<file path="config.mk">
export PLATFORM = sky130hd
export DESIGN_NAME = tai_temp_alarm
export DESIGN_NICKNAME = d
export VERILOG_FILES = /design/src/rtl/tai_pkg.sv /design/src/rtl/tai_temp_alarm.sv
export SDC_FILE = /design/constraint.sdc
export NUM_CORES = 1
export LEC_CHECK = 0
export ABC_CLOCK_PERIOD_IN_PS = 4400
export BUFFER_PORTS_ARGS = -buffer_cell sky130_fd_sc_hd__buf_4
export CAP_MARGIN = 20
export CORE_MARGIN = 2
export CORE_UTILIZATION = 55
export DETAILED_ROUTE_END_ITERATION = 10
export PLACE_DENSITY = 0.79
export SLEW_MARGIN = 20
export SYNTH_ARGS = -nofsm -noshare
export SYNTH_HDL_FRONTEND = slang
export SYNTH_SLANG_ARGS = --single-unit
export TNS_END_PERCENT = 100
</file>
<file path="constraint.sdc">
create_clock -name i_core_clk -period 4.4 [get_ports i_core_clk]
set_input_delay 1.32 -clock i_core_clk [delete_from_list [all_inputs] [get_ports i_core_clk]]
set_output_delay 1.32 -clock i_core_clk [all_outputs]
set_load 0.01 [all_outputs]
</file>
<file path="src/rtl/tai_pkg.sv">
// Package for the temperature alarm and interrupt logic: map, fields, resets, timing
package tai_pkg;
	// Register offsets
	localparam logic [7:0] ADDR_CONFIGURATION = 8'h00;
	localparam logic [7:0] ADDR_IRQ_STATUS_FIRST = 8'h01;
	localparam logic [7:0] ADDR_IRQ_STATUS_SECOND = 8'h02;
	localparam logic [7:0] ADDR_IRQ_MASK_FIRST = 8'h03;
	localparam logic [7:0] ADDR_IRQ_MASK_SECOND = 8'h04;
	localparam logic [7:0] ADDR_FAN_DIVISOR_PIN_SELECT = 8'h05;
	localparam logic [7:0] ADDR_OVERTEMP_CFG_RESOLUTION = 8'h06;
	localparam logic [7:0] ADDR_TEMPERATURE_READING = 8'h27;
	localparam logic [7:0] ADDR_HOT_LIMIT = 8'h38;
	localparam logic [7:0] ADDR_HOT_HYSTERESIS = 8'h39;
	localparam logic [7:0] ADDR_SHUTDOWN_LIMIT = 8'h3a;
	localparam logic [7:0] ADDR_SHUTDOWN_HYSTERESIS = 8'h3b;
	// Configuration fields
	localparam int CFG_START = 0;
	localparam int CFG_INT_ENABLE = 1;
	localparam int CFG_INT_POLARITY = 2;
	localparam int CFG_INT_CLEAR = 3;
	localparam int CFG_CHASSIS_CLEAR = 5;
	// Status / mask fields
	localparam int ST1_CASCADE_IN = 7;
	localparam int ST2_HOT = 0;
	localparam int ST2_BOARD_TEMP = 1;
	localparam int ST2_CHASSIS = 4;
	localparam int ST2_OVERTEMP = 5;
	localparam int MSK2_HOT_ONE_TIME = 6;
	localparam int MSK2_OVERTEMP_ONE_TIME = 7;
	localparam logic [7:0] MSK2_SOURCE_BITS = 8'h3f;
	// Pin select and resolution fields
	localparam int PIN_OVERTEMP_EN = 6;
	localparam int PIN_RESET_EN = 7;
	localparam int RES_12BIT = 0;
	localparam int RES_OVERTEMP_ONE_TIME = 2;
	localparam logic [7:0] RES_WRITABLE = 8'h0f;
	// Reset values
	localparam logic [7:0] RST_CONFIGURATION = 8'h08;
	localparam logic [7:0] RST_MASK = 8'h00;
	localparam logic [7:0] RST_FAN_DIVISOR_PIN_SELECT = 8'h14;
	localparam logic [7:0] RST_OVERTEMP_CFG_RESOLUTION = 8'h01;
	localparam logic [7:0] RST_STATUS = 8'h00;
	localparam logic [7:0] RST_HOT_LIMIT = 8'h50;
	localparam logic [7:0] RST_HOT_HYSTERESIS = 8'h4b;
	localparam logic [7:0] RST_SHUTDOWN_LIMIT = 8'h5a;
	localparam logic [7:0] RST_SHUTDOWN_HYSTERESIS = 8'h55;
	// Timing
	localparam int CLK_HZ = 25_000_000;
	localparam int CHASSIS_CLEAR_MS = 10;
	localparam int CHASSIS_CLEAR_CYCLES = (CLK_HZ / 1000) * CHASSIS_CLEAR_MS;
	localparam int CNT_W = 18;
	// Register port request and answer
	typedef struct packed {
		logic wr;
		logic rd;
		logic word;
		logic [7:0] addr;
		logic [7:0] wdata;
	} tai_req_t;
	typedef struct packed {
		logic valid;
		logic [15:0] data;
	} tai_rsp_t;
endpackage

</file>
<file path="src/rtl/tai_temp_alarm.sv">
// Temperature alarm comparison and interrupt aggregation with its register file
`timescale 1ns/10ps
`default_nettype none
module tai_temp_alarm #(
	parameter int CHASSIS_CLEAR_CYC = tai_pkg::CHASSIS_CLEAR_CYCLES
) (
	// Clock and reset
	input wire logic i_core_clk,
	input wire logic i_rstn,
	// Register port
	input wire tai_pkg::tai_req_t i_reg_req,
	output tai_pkg::tai_rsp_t o_reg_rsp,
	// Temperature converter results, 12-bit left aligned
	input wire logic [11:0] i_temp_raw,
	input wire logic i_temp_done,
	// External interrupt sources (pins)
	input wire logic i_board_temp_irq_in_n,
	input wire logic i_cascade_irq_in_n,
	input wire logic i_chassis_intrusion_in,
	// Chassis intrusion line drive (open drain, low only)
	output logic o_chassis_intrusion_out,
	output logic o_chassis_intrusion_oe,
	// Interrupt pin (open drain or open source)
	output logic o_int_out,
	output logic o_int_oe,
	// Shared reset/overtemp pin, active low
	output logic o_reset_or_overtemp_pin_n
);
	import tai_pkg::*;

	typedef struct packed {
		logic [7:0] cfg;
		logic [7:0] st1;
		logic [7:0] st2;
		logic [7:0] msk1;
		logic [7:0] msk2;
		logic [7:0] pinsel;
		logic [3:0] res;
		logic [11:0] temp;
		logic [7:0] hot_lim;
		logic [7:0] hot_hyst;
		logic [7:0] os_lim;
		logic [7:0] os_hyst;
		logic hot_active;
		logic hot_armed;
		logic os_armed;
		logic os_cmp;
		logic int_req;
		logic [2:0] bti_sync;
		logic [2:0] cas_sync;
		logic [2:0] ci_sync;
		logic bti_lvl;
		logic cas_lvl;
		logic ci_lvl;
		logic [CNT_W-1:0] ci_cnt;
		tai_rsp_t rsp;
		logic int_out;
		logic int_oe;
		logic ci_oe;
		logic os_pin_n;
	} tai_state_t;

	tai_state_t state_ff;
	tai_state_t nxt_state;

	// Signed 8-bit compare shared by all limit checks
	function automatic logic sgt(input logic [7:0] a, input logic [7:0] b);
		sgt = $signed(a) > $signed(b);
	endfunction

	// Any status bit that its mask lets through; mask2 top bits are mode bits, never masks
	function automatic logic any_unmasked(input logic [7:0] s1, input logic [7:0] m1, input logic [7:0] s2, input logic [7:0] m2);
		any_unmasked = (|(s1 & ~m1)) | (|(s2 & ~m2 & MSK2_SOURCE_BITS));
	endfunction

	logic [7:0] temp_byte;
	logic [7:0] res_rd;
	logic [7:0] rd_byte;
	logic [11:0] conv;
	logic [7:0] conv_byte;
	logic monitor;
	logic above_hot;
	logic below_hot_hyst;
	logic above_os;
	logic below_os_hyst;
	logic [7:0] set1;
	logic [7:0] set2;
	logic [7:0] clr1;
	logic [7:0] clr2;
	logic pending;
	logic int_active;
	logic status_rd;

	// Readback views of the temperature
	assign temp_byte = state_ff.temp[11:4];
	assign res_rd = {state_ff.temp[3:0], state_ff.res};

	// Read mux
	always_comb begin
		case (i_reg_req.addr)
			ADDR_CONFIGURATION: rd_byte = state_ff.cfg;
			ADDR_IRQ_STATUS_FIRST: rd_byte = state_ff.st1;
			ADDR_IRQ_STATUS_SECOND: rd_byte = state_ff.st2;
			ADDR_IRQ_MASK_FIRST: rd_byte = state_ff.msk1;
			ADDR_IRQ_MASK_SECOND: rd_byte = state_ff.msk2;
			ADDR_FAN_DIVISOR_PIN_SELECT: rd_byte = state_ff.pinsel;
			ADDR_OVERTEMP_CFG_RESOLUTION: rd_byte = res_rd;
			ADDR_TEMPERATURE_READING: rd_byte = temp_byte;
			ADDR_HOT_LIMIT: rd_byte = state_ff.hot_lim;
			ADDR_HOT_HYSTERESIS: rd_byte = state_ff.hot_hyst;
			ADDR_SHUTDOWN_LIMIT: rd_byte = state_ff.os_lim;
			ADDR_SHUTDOWN_HYSTERESIS: rd_byte = state_ff.os_hyst;
			default: rd_byte = 8'h00;
		endcase
	end

	// Conversion result trimmed to the selected resolution
	always_comb begin
		if (state_ff.res[RES_12BIT]) begin
			conv = i_temp_raw;
		end else begin
			conv = {i_temp_raw[11:3], 3'h0};
		end
	end
	assign conv_byte = conv[11:4];

	// Monitoring stops while not started or while the clear bit is held
	assign monitor = state_ff.cfg[CFG_START] & ~state_ff.cfg[CFG_INT_CLEAR];

	// 8-bit compares against the four limits
	assign above_hot = sgt(conv_byte, state_ff.hot_lim);
	assign below_hot_hyst = sgt(state_ff.hot_hyst, conv_byte);
	assign above_os = sgt(conv_byte, state_ff.os_lim);
	assign below_os_hyst = sgt(state_ff.os_hyst, conv_byte);

	// Unmasked status reaches the interrupt; mask2 top bits are mode bits, not masks
	assign pending = any_unmasked(state_ff.st1, state_ff.msk1, state_ff.st2, state_ff.msk2);
	assign int_active = state_ff.int_req & state_ff.cfg[CFG_INT_ENABLE] & ~state_ff.cfg[CFG_INT_CLEAR];
	// A read of either status register drops the interrupt, even while the other still holds bits
	assign status_rd = i_reg_req.rd & ((i_reg_req.addr == ADDR_IRQ_STATUS_FIRST) |
		(i_reg_req.addr == ADDR_IRQ_STATUS_SECOND));

	// Next state
	always_comb begin
		nxt_state = state_ff;
		set1 = 8'h00;
		set2 = 8'h00;
		clr1 = 8'h00;
		clr2 = 8'h00;

		// Pin synchronisers; a level counts once stages two and three agree
		nxt_state.bti_sync = {state_ff.bti_sync[1:0], i_board_temp_irq_in_n};
		nxt_state.cas_sync = {state_ff.cas_sync[1:0], i_cascade_irq_in_n};
		nxt_state.ci_sync = {state_ff.ci_sync[1:0], i_chassis_intrusion_in};
		if (state_ff.bti_sync[1] == state_ff.bti_sync[2]) begin
			nxt_state.bti_lvl = state_ff.bti_sync[2];
		end
		if (state_ff.cas_sync[1] == state_ff.cas_sync[2]) begin
			nxt_state.cas_lvl = state_ff.cas_sync[2];
		end
		if (state_ff.ci_sync[1] == state_ff.ci_sync[2]) begin
			nxt_state.ci_lvl = state_ff.ci_sync[2];
		end

		// External sources; sticky while the level persists
		set2[ST2_BOARD_TEMP] = ~state_ff.bti_lvl;
		set1[ST1_CASCADE_IN] = ~state_ff.cas_lvl;
		// Ignore our own pull-down so the clear pulse does not look like intrusion
		set2[ST2_CHASSIS] = state_ff.ci_lvl & ~state_ff.ci_oe;

		// Temperature evaluation on each finished conversion while monitoring
		if (i_temp_done && monitor) begin
			nxt_state.temp = conv;
			if (state_ff.msk2[MSK2_HOT_ONE_TIME]) begin
				// One-time: fire once, re-arm below hysteresis
				if (above_hot && state_ff.hot_armed) begin
					set2[ST2_HOT] = 1'b1;
					nxt_state.hot_armed = 1'b0;
				end else if (below_hot_hyst) begin
					nxt_state.hot_armed = 1'b1;
				end
			end else begin
				// Default: re-fire every conversion while hot, auto-clear below hysteresis
				if (above_hot) begin
					nxt_state.hot_active = 1'b1;
				end else if (below_hot_hyst) begin
					nxt_state.hot_active = 1'b0;
					clr2[ST2_HOT] = 1'b1;
				end
				set2[ST2_HOT] = above_hot | (state_ff.hot_active & ~below_hot_hyst);
			end
			// Overtemp status bit: default or one-time per mask2 bit 7
			if (state_ff.msk2[MSK2_OVERTEMP_ONE_TIME]) begin
				if (above_os && state_ff.os_armed) begin
					set2[ST2_OVERTEMP] = 1'b1;
					nxt_state.os_armed = 1'b0;
				end else if (below_os_hyst) begin
					nxt_state.os_armed = 1'b1;
				end
			end else begin
				if (below_os_hyst) begin
					clr2[ST2_OVERTEMP] = 1'b1;
				end
				set2[ST2_OVERTEMP] = above_os | (state_ff.os_cmp & ~below_os_hyst);
			end
			// Comparator tracking for the overtemp pin
			if (above_os) begin
				nxt_state.os_cmp = 1'b1;
			end else if (below_os_hyst) begin
				nxt_state.os_cmp = 1'b0;
			end
		end

		// Register reads; a status read clears it after returning contents
		nxt_state.rsp.valid = i_reg_req.rd;
		if (i_reg_req.rd) begin
			nxt_state.rsp.data = {8'h00, rd_byte};
			if (i_reg_req.word && i_reg_req.addr == ADDR_TEMPERATURE_READING) begin
				nxt_state.rsp.data = {temp_byte, state_ff.temp[3:0], 4'h0};
			end
			if (i_reg_req.addr == ADDR_IRQ_STATUS_FIRST) begin
				clr1 = 8'hff;
			end
			if (i_reg_req.addr == ADDR_IRQ_STATUS_SECOND) begin
				clr2 = 8'hff;
			end
		end

		// Status update: a new event wins over a clear in the same cycle
		nxt_state.st1 = (state_ff.st1 & ~clr1) | set1;
		nxt_state.st2 = ((state_ff.st2 & ~clr2) | set2) & MSK2_SOURCE_BITS;

		// Interrupt request: a fresh unmasked event raises it and wins; a status read or empty status drops it
		nxt_state.int_req = any_unmasked(set1, state_ff.msk1, set2, state_ff.msk2)
			| (state_ff.int_req & ~status_rd & pending);

		// Chassis clear pulse counts down before the writes, so a new request in the last cycle wins
		if (state_ff.ci_cnt != '0) begin
			nxt_state.ci_cnt = state_ff.ci_cnt - CNT_W'(1);
			if (state_ff.ci_cnt == CNT_W'(1)) begin
				nxt_state.cfg[CFG_CHASSIS_CLEAR] = 1'b0;
			end
		end

		// Register writes
		if (i_reg_req.wr) begin
			case (i_reg_req.addr)
				ADDR_CONFIGURATION: begin
					nxt_state.cfg = i_reg_req.wdata;
					if (i_reg_req.wdata[CFG_CHASSIS_CLEAR]) begin
						nxt_state.ci_cnt = CNT_W'(CHASSIS_CLEAR_CYC);
					end
				end
				ADDR_IRQ_MASK_FIRST: nxt_state.msk1 = i_reg_req.wdata;
				ADDR_IRQ_MASK_SECOND: nxt_state.msk2 = i_reg_req.wdata;
				ADDR_FAN_DIVISOR_PIN_SELECT: nxt_state.pinsel = i_reg_req.wdata;
				ADDR_OVERTEMP_CFG_RESOLUTION: nxt_state.res = i_reg_req.wdata[3:0] & RES_WRITABLE[3:0];
				ADDR_HOT_LIMIT: nxt_state.hot_lim = i_reg_req.wdata;
				ADDR_HOT_HYSTERESIS: nxt_state.hot_hyst = i_reg_req.wdata;
				ADDR_SHUTDOWN_LIMIT: nxt_state.os_lim = i_reg_req.wdata;
				ADDR_SHUTDOWN_HYSTERESIS: nxt_state.os_hyst = i_reg_req.wdata;
				default: ;
			endcase
		end

		// Pull the chassis line low while the count runs
		nxt_state.ci_oe = (nxt_state.ci_cnt != '0);

		// Interrupt pin: drive to the active level only while asserted
		nxt_state.int_out = nxt_state.cfg[CFG_INT_POLARITY];
		nxt_state.int_oe = int_active;

		// Shared pin: overtemp function only when selected; one-time follows status bit
		if (state_ff.pinsel[PIN_OVERTEMP_EN] && !state_ff.pinsel[PIN_RESET_EN]) begin
			if (state_ff.res[RES_OVERTEMP_ONE_TIME]) begin
				nxt_state.os_pin_n = ~state_ff.st2[ST2_OVERTEMP];
			end else begin
				nxt_state.os_pin_n = ~state_ff.os_cmp;
			end
		end else begin
			nxt_state.os_pin_n = 1'b1;
		end
	end

	// State register
	always_ff @(posedge i_core_clk) begin
		if (!i_rstn) begin
			state_ff <= '0;
			state_ff.cfg <= RST_CONFIGURATION;
			state_ff.st1 <= RST_STATUS;
			state_ff.st2 <= RST_STATUS;
			state_ff.msk1 <= RST_MASK;
			state_ff.msk2 <= RST_MASK;
			state_ff.pinsel <= RST_FAN_DIVISOR_PIN_SELECT;
			state_ff.res <= RST_OVERTEMP_CFG_RESOLUTION[3:0];
			state_ff.hot_lim <= RST_HOT_LIMIT;
			state_ff.hot_hyst <= RST_HOT_HYSTERESIS;
			state_ff.os_lim <= RST_SHUTDOWN_LIMIT;
			state_ff.os_hyst <= RST_SHUTDOWN_HYSTERESIS;
			state_ff.hot_armed <= 1'b1;
			state_ff.os_armed <= 1'b1;
			// Idle pin levels so no false event follows reset
			state_ff.bti_sync <= 3'h7;
			state_ff.cas_sync <= 3'h7;
			state_ff.bti_lvl <= 1'b1;
			state_ff.cas_lvl <= 1'b1;
			state_ff.os_pin_n <= 1'b1;
		end else begin
			state_ff <= nxt_state;
		end
	end

	// Outputs straight from flops; the chassis drive level is a constant low
	assign o_reg_rsp = state_ff.rsp;
	assign o_int_out = state_ff.int_out;
	assign o_int_oe = state_ff.int_oe;
	assign o_chassis_intrusion_out = 1'b0;
	assign o_chassis_intrusion_oe = state_ff.ci_oe;
	assign o_reset_or_overtemp_pin_n = state_ff.os_pin_n;
endmodule
`default_nettype wire

</file>
-- Word level (Yosys, flattened, before mapping)
Index checks and enable logic that the tools add are counted.
- register bits after elaboration: 150
- logic and storage cells: 156
- reductions and logical operators: 31
- bitwise gates (word level): 37
- $lt $le $gt $ge: 4
- equality and inequality tests: 15
- multiplexer cells: 37
- add/sub/neg operators: 1
- operators by type and width (kind ; number):
    8-bit one-hot mux with 12 select lines ; 1
    18-bit 2-to-1 mux ; 4
    8-bit by 6-bit equality test with 1-bit output, second input constant ; 5
    18-bit nonzero test ; 2
    8-bit > comparator ; 4
    8-bit 2-to-1 mux ; 4
    8-bit bitwise AND ; 3
    8-bit by 3-bit equality test with 1-bit output, second input constant ; 3
    1-bit 2-to-1 mux ; 24
    2-bit AND reduction ; 11
    6-bit bitwise AND ; 3
    18-bit by 1-bit equality test with 1-bit output, second input constant ; 1
    18-bit by 1-bit subtractor with 18-bit output, second input constant ; 1
    8-bit by 2-bit equality test with 1-bit output, second input constant ; 2
    16-bit 2-to-1 mux ; 1
    8-bit inverter ; 2
    8-bit OR reduction ; 2
    6-bit 2-to-1 mux ; 2
    6-bit inverter ; 2
    6-bit OR reduction ; 2
    1-bit inverter ; 10
    1-bit bitwise AND ; 9
    3-bit AND reduction ; 3
    8-bit by 1-bit equality test with 1-bit output, second input constant ; 1
    other kinds (9) ; 23

-- Depth between registers and ports, before layout
Gate-level depths: netlist of the first run.
- depth after elaboration: 10
- gate-level depth with buffers: 9
- depth with buffers taken out: 8

-- Least setup slack after synthesis of the first run
Ideal clock, no wire load.
- path type: input port to flip-flop
- start: input i_reg_req[10] (netlist bit)
- end: register state_ff (netlist bit o_chassis_intrusion_oe)
- stages on the path: 8
- slack: 1.440 ns
- arrival time: 2.835 ns
- setup time: 0.125 ns
- cells stage by stage: nor3_1 -> and2_1 -> buf_2 -> nand4_1 -> clkbuf_1 -> o21a_1 -> nand4b_1 -> o41a_1
- longest elaborated chain between the ends: 4
- ends and longest elaborated chain (item ; RTL line ; RTL):
    from (decl) ; tai_temp_alarm.sv:11 ; input wire tai_pkg::tai_req_t i_reg_req,
    8-bit logical NOT ; tai_temp_alarm.sv:247 ; case (i_reg_req.addr)
    18-bit 2-to-1 mux ; tai_temp_alarm.sv:247 ;
    18-bit 2-to-1 mux ; tai_temp_alarm.sv:246 ; if (i_reg_req.wr) begin
    18-bit nonzero test ; tai_temp_alarm.sv:267 ; nxt_state.ci_oe = (nxt_state.ci_cnt != '0);
    to (signal assigned) ; tai_temp_alarm.sv:309 ; state_ff <= nxt_state;
    to (decl) ; tai_temp_alarm.sv:63 ; tai_state_t state_ff;
Every way passes these cells.
A chain may end at the register's enable or synchronous reset.

-- Final worst setup path of the first run
- start: input i_temp_raw[11]
- end: register state_ff[53] (netlist bit)
- longest elaborated chain between the ends: 4
- ends and longest elaborated chain (item ; RTL line ; RTL):
    from (decl) ; tai_temp_alarm.sv:14 ; input wire logic [11:0] i_temp_raw,
    8-bit > comparator ; tai_temp_alarm.sv:68 ; sgt = $signed(a) > $signed(b);
    1-bit logical AND ; tai_temp_alarm.sv:194 ; if (above_os && state_ff.os_armed) begin
    2-bit nonzero test (no source line) ; -- ;
    3-bit AND reduction (no source line) ; -- ;
Parallel ways exist; a longest one is shown, timed or not.

==> results.json, run 1 <==
{
  "status": "finished clean",
  "dp_slack_ps": 939.1,
  "cp_cell_sequence": "buf_4 -> ha_1 -> nand4_1 -> a211oi_1 -> nor4b_1 -> nor3b_1 -> nand2_1 -> a211o_1",
  "syn_area_mm2": 0.007460,
  "num_antenna_cells": 0,
  "dp_hpwl_um": 13350,
  "drive_gt1_share_pct": 13.85,
  "place_congestion": 0.8678,
  "avgSynthCellArea_um2": 9.031,
  "relSlewSlack_pct": 50.66,
  "peakVddDrop_uv": 322.2,
  "clkLatencyLatePin_ps": 430,
  "top_usage_layer": "met2",
  "total_power_mw": 3.848,
  "portBuffers": 57,
  "cpLargestDelayFamily": "simple AND/OR/NAND/NOR gates",
  "placed_area_mm2": 0.007839,
  "initial_core_util_pct": 56.33,
  "synth_edf_count": 0,
  "p_sw_share_pct": 29.92,
  "cp.buffers_inverters": 1,
  "numPlacedInstances": 1003,
  "wl_per_cell_um": 18.38,
  "met2_usage_pct": 40.22,
  "synth_common_cells": "dfxtp_1, nand2_1, nor2_1, mux2i_1, a21oi_1",
  "setup.worst_path.end_class": "flip-flop",
  "core_mm2": 0.01324,
  "reg2reg_slack_ps": 1760,
  "yosysSeqAreaShare_pct": 39.99,
  "maxCapViolCount": 0,
  "area_growth_pct": 13.30,
  "fin_crit_sh_pct": 69.47,
  "final.setup.tns_ps": 0,
  "grt_pass1_vias": 5804,
  "grt_pass1_wl_um": 30530,
  "hold_path.class": "flip-flop to flip-flop",
  "rsz0062_at_grt": "no",
  "nNetsFinal": 918,
  "worstPathArrival_ps": 3380,
  "numCtsBuffers": 17,
  "vias": 6173,
  "multi_input_area_mm2": 0.003986,
  "clkPwrFrac_pct": 39.3,
  "synth_fp_nets": 898,
  "cts_max_level": 4,
  "grt-ovfl-total": 0,
  "tightestPinTransition_ps": 721.4,
  "internal_power_mw": 2.697,
  "route.antenna.remaining_nets": 0,
  "instances_no_fill": 1035,
  "regArea_mm2": 0.002983,
  "cts.repair.resized": 0,
  "clock-skew-final_ps": 5.752,
  "synth-seq-cells": 149,
  "clock_tree.buffer_depth": 2,
  "hold_buffers": 0,
  "die_area_mm2": 0.01451,
  "hold_violations": 0,
  "dr.pass1.iters": 6,
  "finalSetupViolations": 0,
  "ys.warnings.count": 0,
  "fin_area_mm2": 0.008452,
  "drt-total-wl_um": 19020,
  "drt_iter0_drc": 751,
  "worst_path_largest_cell_delay_ps": 630,
  "synth_top_area_share_pct": 39.99,
  "p_leak_nw": 3.807,
  "use_met3_pct": 5.708,
  "die_h_um": 120.5,
  "cts_tree": "done",
  "clk_pin_slew_worst_paths_ps": 60,
  "maxSlewViolCount": 0,
  "critPathKind": "input port to flip-flop",
  "postSynthCellCount": 826,
  "vias_per_cell": 5.964,
  "slowest_stage": "nor3b_1",
  "post-cts-setup-buffer-count": 0,
  "use_met1_pct": 37.91,
  "required_ps": 4720,
  "synth_area_leaders": "dfxtp_1, mux2i_1, ha_1",
  "fmax_ghz": 0.3272,
  "crit_path_start_kind": "input port",
  "p_switching_mw": 1.151,
  "num_io_pins": 59,
  "async_reset_ff_share_pct": 0,
  "die_w_um": 120.5,
  "yosys.area.top_type": "dfxtp_1",
  "drc": 0,
  "grt_max_degree": 70,
  "grt_use_total_pct": 27.10,
  "cts_root_buffer": "clkbuf_16",
  "timing.final.ws_setup_ps": 1343,
  "yosysMostFrequentCell": "dfxtp_1",
  "antenna_found_initial": 0,
  "cp_max_fo": 6,
  "synth.distinct_cells": 64,
  "period_needed_ps": 3057,
  "num_rows": 42,
  "clock-sinks": 149,
  "pwr_density_cell_mw_per_mm2": 455.3,
  "synth-main-ff-cell": "dfxtp_1",
  "seqPwrFrac_pct": 39.5,
  "combinationalPowerShare_pct": 21.1,
  "n_fill_cell": 1127
}
cell families after synthesis:
family | synth area share (%)
simple gates | 18.57
mux | 13.18
other cells | 0.05027
fa+ha+maj | 5.871
xor+xnor | 0.9393
flops | 39.99
compound gates | 14.83
buf+inv | 6.575
final timing paths:
kind | from | endpoint | cells after the start
worst max-delay path | i_temp_raw[11] | state_ff[53] | 8
worst min-delay path | nxt_state[49] | nxt_state[50] | 1
worst max register to register | state_ff[21] | o_chassis_intrusion_oe | 8
worst min register to register | nxt_state[49] | nxt_state[50] | 1
metrics by stage:
step,hold slack (ps),util (%)
global placement,389.8,59.19
global route,463.2,63.82
detailed placement,392.2,59.19
floorplan,386.3,-
CTS,428.4,63.82
finish,425.9,63.82
layer usage:
layer,share of wire (%),vias to the layer above
li1,-,2951
met5,0,-
met1,45,2884
met2,44,298
met4,2.8,0
met3,8.6,40
registers in the layout, summed over array words and instances (netlist names):
signal / flops
nxt_state: 6
o_chassis_intrusion_oe: 1
o_int_oe: 1
o_reg_rsp: 17
o_reset_or_overtemp_pin_n: 1
res_rd: 8
state_ff: 115
layout by cell type (no fill, tap or decap), types with 5 or more instances in the layout:
cell type | netlist | final
dfxtp_1 | 149 | 149
nand3_1 | 21 | 21
a31oi_1 | 12 | 12
o21ai_0 | 22 | 22
a21o_1 | 9 | 9
buf_4 | 18 | 65
a22oi_1 | 15 | 15
xnor2_1 | 7 | 7
mux2i_1 | 69 | 69
nand2b_1 | 10 | 10
mux4_2 | 12 | 12
nor3_1 | 7 | 7
inv_1 | 42 | 42
a211oi_1 | 5 | 5
nor2_1 | 71 | 71
nor2b_1 | 17 | 17
a21oi_1 | 55 | 55
and2_1 | 17 | 17
clkbuf_16 | 0 | 17
and3_1 | 7 | 7
o211ai_1 | 7 | 7
ha_1 | 35 | 35
nand2_1 | 84 | 84
nand4_1 | 9 | 9
a22o_1 | 11 | 11
layout make-up:
type | instances | area share [%]
clock buffer | 18 | 5.196
clock inverter | 14 | 2.058
inverter | 43 | 1.910
multi-input combinational | 570 | 47.17
sequential | 149 | 35.29
tap | 176 | 2.605
timing repair buffer | 65 | 5.773
power groups by stage:
| stage | clock [mW] | combinational [mW] | sequential [mW] |
|---|---|---|---|
| 6_report | 1.51 | 0.814 | 1.52 |
| 5_1_grt | 1.58 | 0.905 | 1.53 |
| 4_1_cts | 1.52 | 0.810 | 1.52 |
| 3_5_place_dp | 0 | 0.802 | 1.55 |
| 3_3_place_gp | 0 | 0.793 | 1.54 |
| 2_1_floorplan | 0 | 0.658 | 1.53 |
(Power assumes the default switching activity.)
==> run 2, diff against run 1 <==
--- a/config.mk
+++ b/config.mk
@@ -5,7 +5,7 @@
 export SDC_FILE = /design/constraint.sdc
 export NUM_CORES = 1
 export LEC_CHECK = 0
-export ABC_CLOCK_PERIOD_IN_PS = 4400
+export ABC_CLOCK_PERIOD_IN_PS = 3120
 export BUFFER_PORTS_ARGS = -buffer_cell sky130_fd_sc_hd__buf_4
 export CAP_MARGIN = 20
 export CORE_MARGIN = 2
==> constraint.sdc (replaced) <==
create_clock -name i_core_clk -period 3.12 [get_ports i_core_clk]
set_input_delay 0.936 -clock i_core_clk [delete_from_list [all_inputs] [get_ports i_core_clk]]
set_output_delay 0.936 -clock i_core_clk [all_outputs]
set_load 0.01 [all_outputs]
==> run 2 against run 1 <==
Effect of this change: sequential power grew 41%; wire length grew 2.8%; final cell count grew 1.4%; register-to-register slack lost 1300 ps; worst setup slack lost 910 ps; flip-flop and latch count is the same; first-iteration DRC count shrank 33%; combinational power grew 45%; global-route usage grew 1.1 points; largest cell class unchanged; highest routed layer unchanged.
==> results.json, run 2 (synthesis results as in run 1) <==
{
  "cts_root_buffer": "clkbuf_16",
  "cts.repair.resized": 0,
  "critPathKind": "flip-flop to flip-flop",
  "area_growth_pct": 14.49,
  "fmax_ghz": 0.3719,
  "cp.buffers_inverters": 1,
  "hold_violations": 0,
  "clk_pin_slew_worst_paths_ps": 60,
  "antenna_found_initial": 0,
  "die_h_um": 120.5,
  "top_usage_layer": "met2",
  "relSlewSlack_pct": 52.41,
  "drive_gt1_share_pct": 15.23,
  "crit_end": "o_chassis_intrusion_oe",
  "fin_area_mm2": 0.008541,
  "portBuffers": 57,
  "maxSlewViolCount": 0,
  "placed_area_mm2": 0.007956,
  "cts_tree": "done",
  "clock-skew-final_ps": 8.548,
  "core_mm2": 0.01324,
  "worst_path_largest_cell_delay_ps": 490,
  "drt_iter0_drc": 503,
  "tightestPinTransition_ps": 711.3,
  "final.setup.tns_ps": 0,
  "vias": 6267,
  "grt_pass1_wl_um": 31700,
  "grt_use_total_pct": 28.20,
  "drt-total-wl_um": 19560,
  "numCtsBuffers": 17,
  "num_io_pins": 59,
  "worstPathArrival_ps": 3000,
  "place_congestion": 0.9388,
  "r2r-start": "state_ff[21]",
  "grt_pass1_vias": 6076,
  "route.antenna.remaining_nets": 0,
  "clkLatencyLatePin_ps": 430,
  "maxCapViolCount": 0,
  "num_rows": 42,
  "die_w_um": 120.5,
  "post-cts-setup-buffer-count": 0,
  "reg2reg_slack_ps": 430,
  "finalSetupViolations": 0,
  "hold_path.class": "flip-flop to flip-flop",
  "final_common_cell": "dfxtp_1",
  "clock-sinks": 149,
  "required_ps": 3430,
  "wl_per_cell_um": 18.65,
  "worst-path-stages": 8,
  "period_needed_ps": 2689,
  "vias_per_cell": 5.974,
  "cp_cell_sequence": "inv_1 -> ha_1 -> nor2b_1 -> and4b_1 -> and3_1 -> o211ai_1 -> or3_1 -> o41a_1",
  "p_leak_nw": 3.865,
  "final_cell_mix": "dfxtp_1, nand2_1, buf_4",
  "cts_max_level": 4,
  "status": "finished clean",
  "use_met3_pct": 5.142,
  "met2_usage_pct": 44.17,
  "die_area_mm2": 0.01451,
  "use_met1_pct": 37.88,
  "peakVddDrop_uv": 354.7,
  "dp_hpwl_um": 14160,
  "setup.worst_path.end_class": "flip-flop",
  "hold_buffers": 0,
  "fin_crit_sh_pct": 86.17,
  "grt_max_degree": 33,
  "clock_tree.buffer_depth": 2,
  "crit_path_start_kind": "flip-flop",
  "rsz0062_at_grt": "no",
  "num_antenna_cells": 0,
  "grt-ovfl-total": 0,
  "total_power_mw": 5.334,
  "whs_path_depth": 1,
  "slowest_stage": "and4b_1",
  "cpLargestDelayFamily": "simple AND/OR/NAND/NOR gates",
  "largest-register": "state_ff",
  "n_fill_cell": 1082,
  "pwr_density_cell_mw_per_mm2": 624.5,
  "largest_reg_flops": 115,
  "cp_max_fo": 11,
  "rr_worst_depth": 8,
  "initial_core_util_pct": 56.33,
  "nNetsFinal": 932,
  "dr.pass1.iters": 5,
  "drc": 0,
  "worstReg2RegEnd": "o_chassis_intrusion_oe",
  "startpoint": "state_ff[21]"
}
==> run 2: cell types whose count changed in the layout (fill, tap and decap cells not counted), sizes merged <==
| cell | before | now |
|---|---|---|
| clkbuf | 18 | 20 |
| bufinv | 3 | 1 |
| buf | 65 | 79 |
| clkinv | 7 | 5 |
| inv | 46 | 48 |
==> run 2: worst reg2reg max path: stages, from the launching register on <==
cell	delay, ps
dfxtp_1	350
inv_1	130
ha_1	210
nor2b_1	210
and4b_1	490
and3_1	320
o211ai_1	120
or3_1	320
o41a_1	420
==> run 2: routing by layer <==
metal,vias up,share of wire [%]
met4,0,3.7
met1,2969,45
met5,-,0
li1,2980,-
met3,54,6.8
met2,264,45
==> run 2: power by group <==
part,leakage [nW],internal (mW),total [mW],switching [mW]
clock,0.288,1.17,2.01,0.840
combinational,2.37,0.516,1.18,0.661
sequential,1.21,2.01,2.14,0.134
==> run 2: how the worst min path moves through the flow <==
stage / startpoint / to / slack (ps)
global route: nxt_state[46] / nxt_state[47] / 420
CTS: nxt_state[46] / nxt_state[47] / 410
global placement: nxt_state[46] / nxt_state[47] / 390
floorplan: nxt_state[46] / nxt_state[47] / 390
detailed placement: nxt_state[46] / nxt_state[47] / 390
finish: nxt_state[46] / nxt_state[47] / 410
==> run 2: layout make-up <==
cell class	instances	area, µm²	share of cell area, %
Clock buffer	20	466.7	5.464
Clock inverter	12	117.6	1.377
Inverter	43	161.4	1.890
Multi-Input combinational cell	570	3986	46.67
Sequential cell	149	2983	34.93
Tap cell	176	220.2	2.578
Timing Repair Buffer	79	605.6	7.091
==> run 2: metrics by stage <==
step	setup WS [ps]	hold WS, ps	std cells	utilization (%)
6_report	431.5	405.1	1049	64.49
5_1_grt	268.3	423.3	1049	64.49
4_1_cts	444.9	405.3	1049	64.49
3_5_place_dp	219.0	392.9	1017	60.08
3_3_place_gp	274.9	391.8	1017	60.08
2_1_floorplan	544.1	386.3	826	-
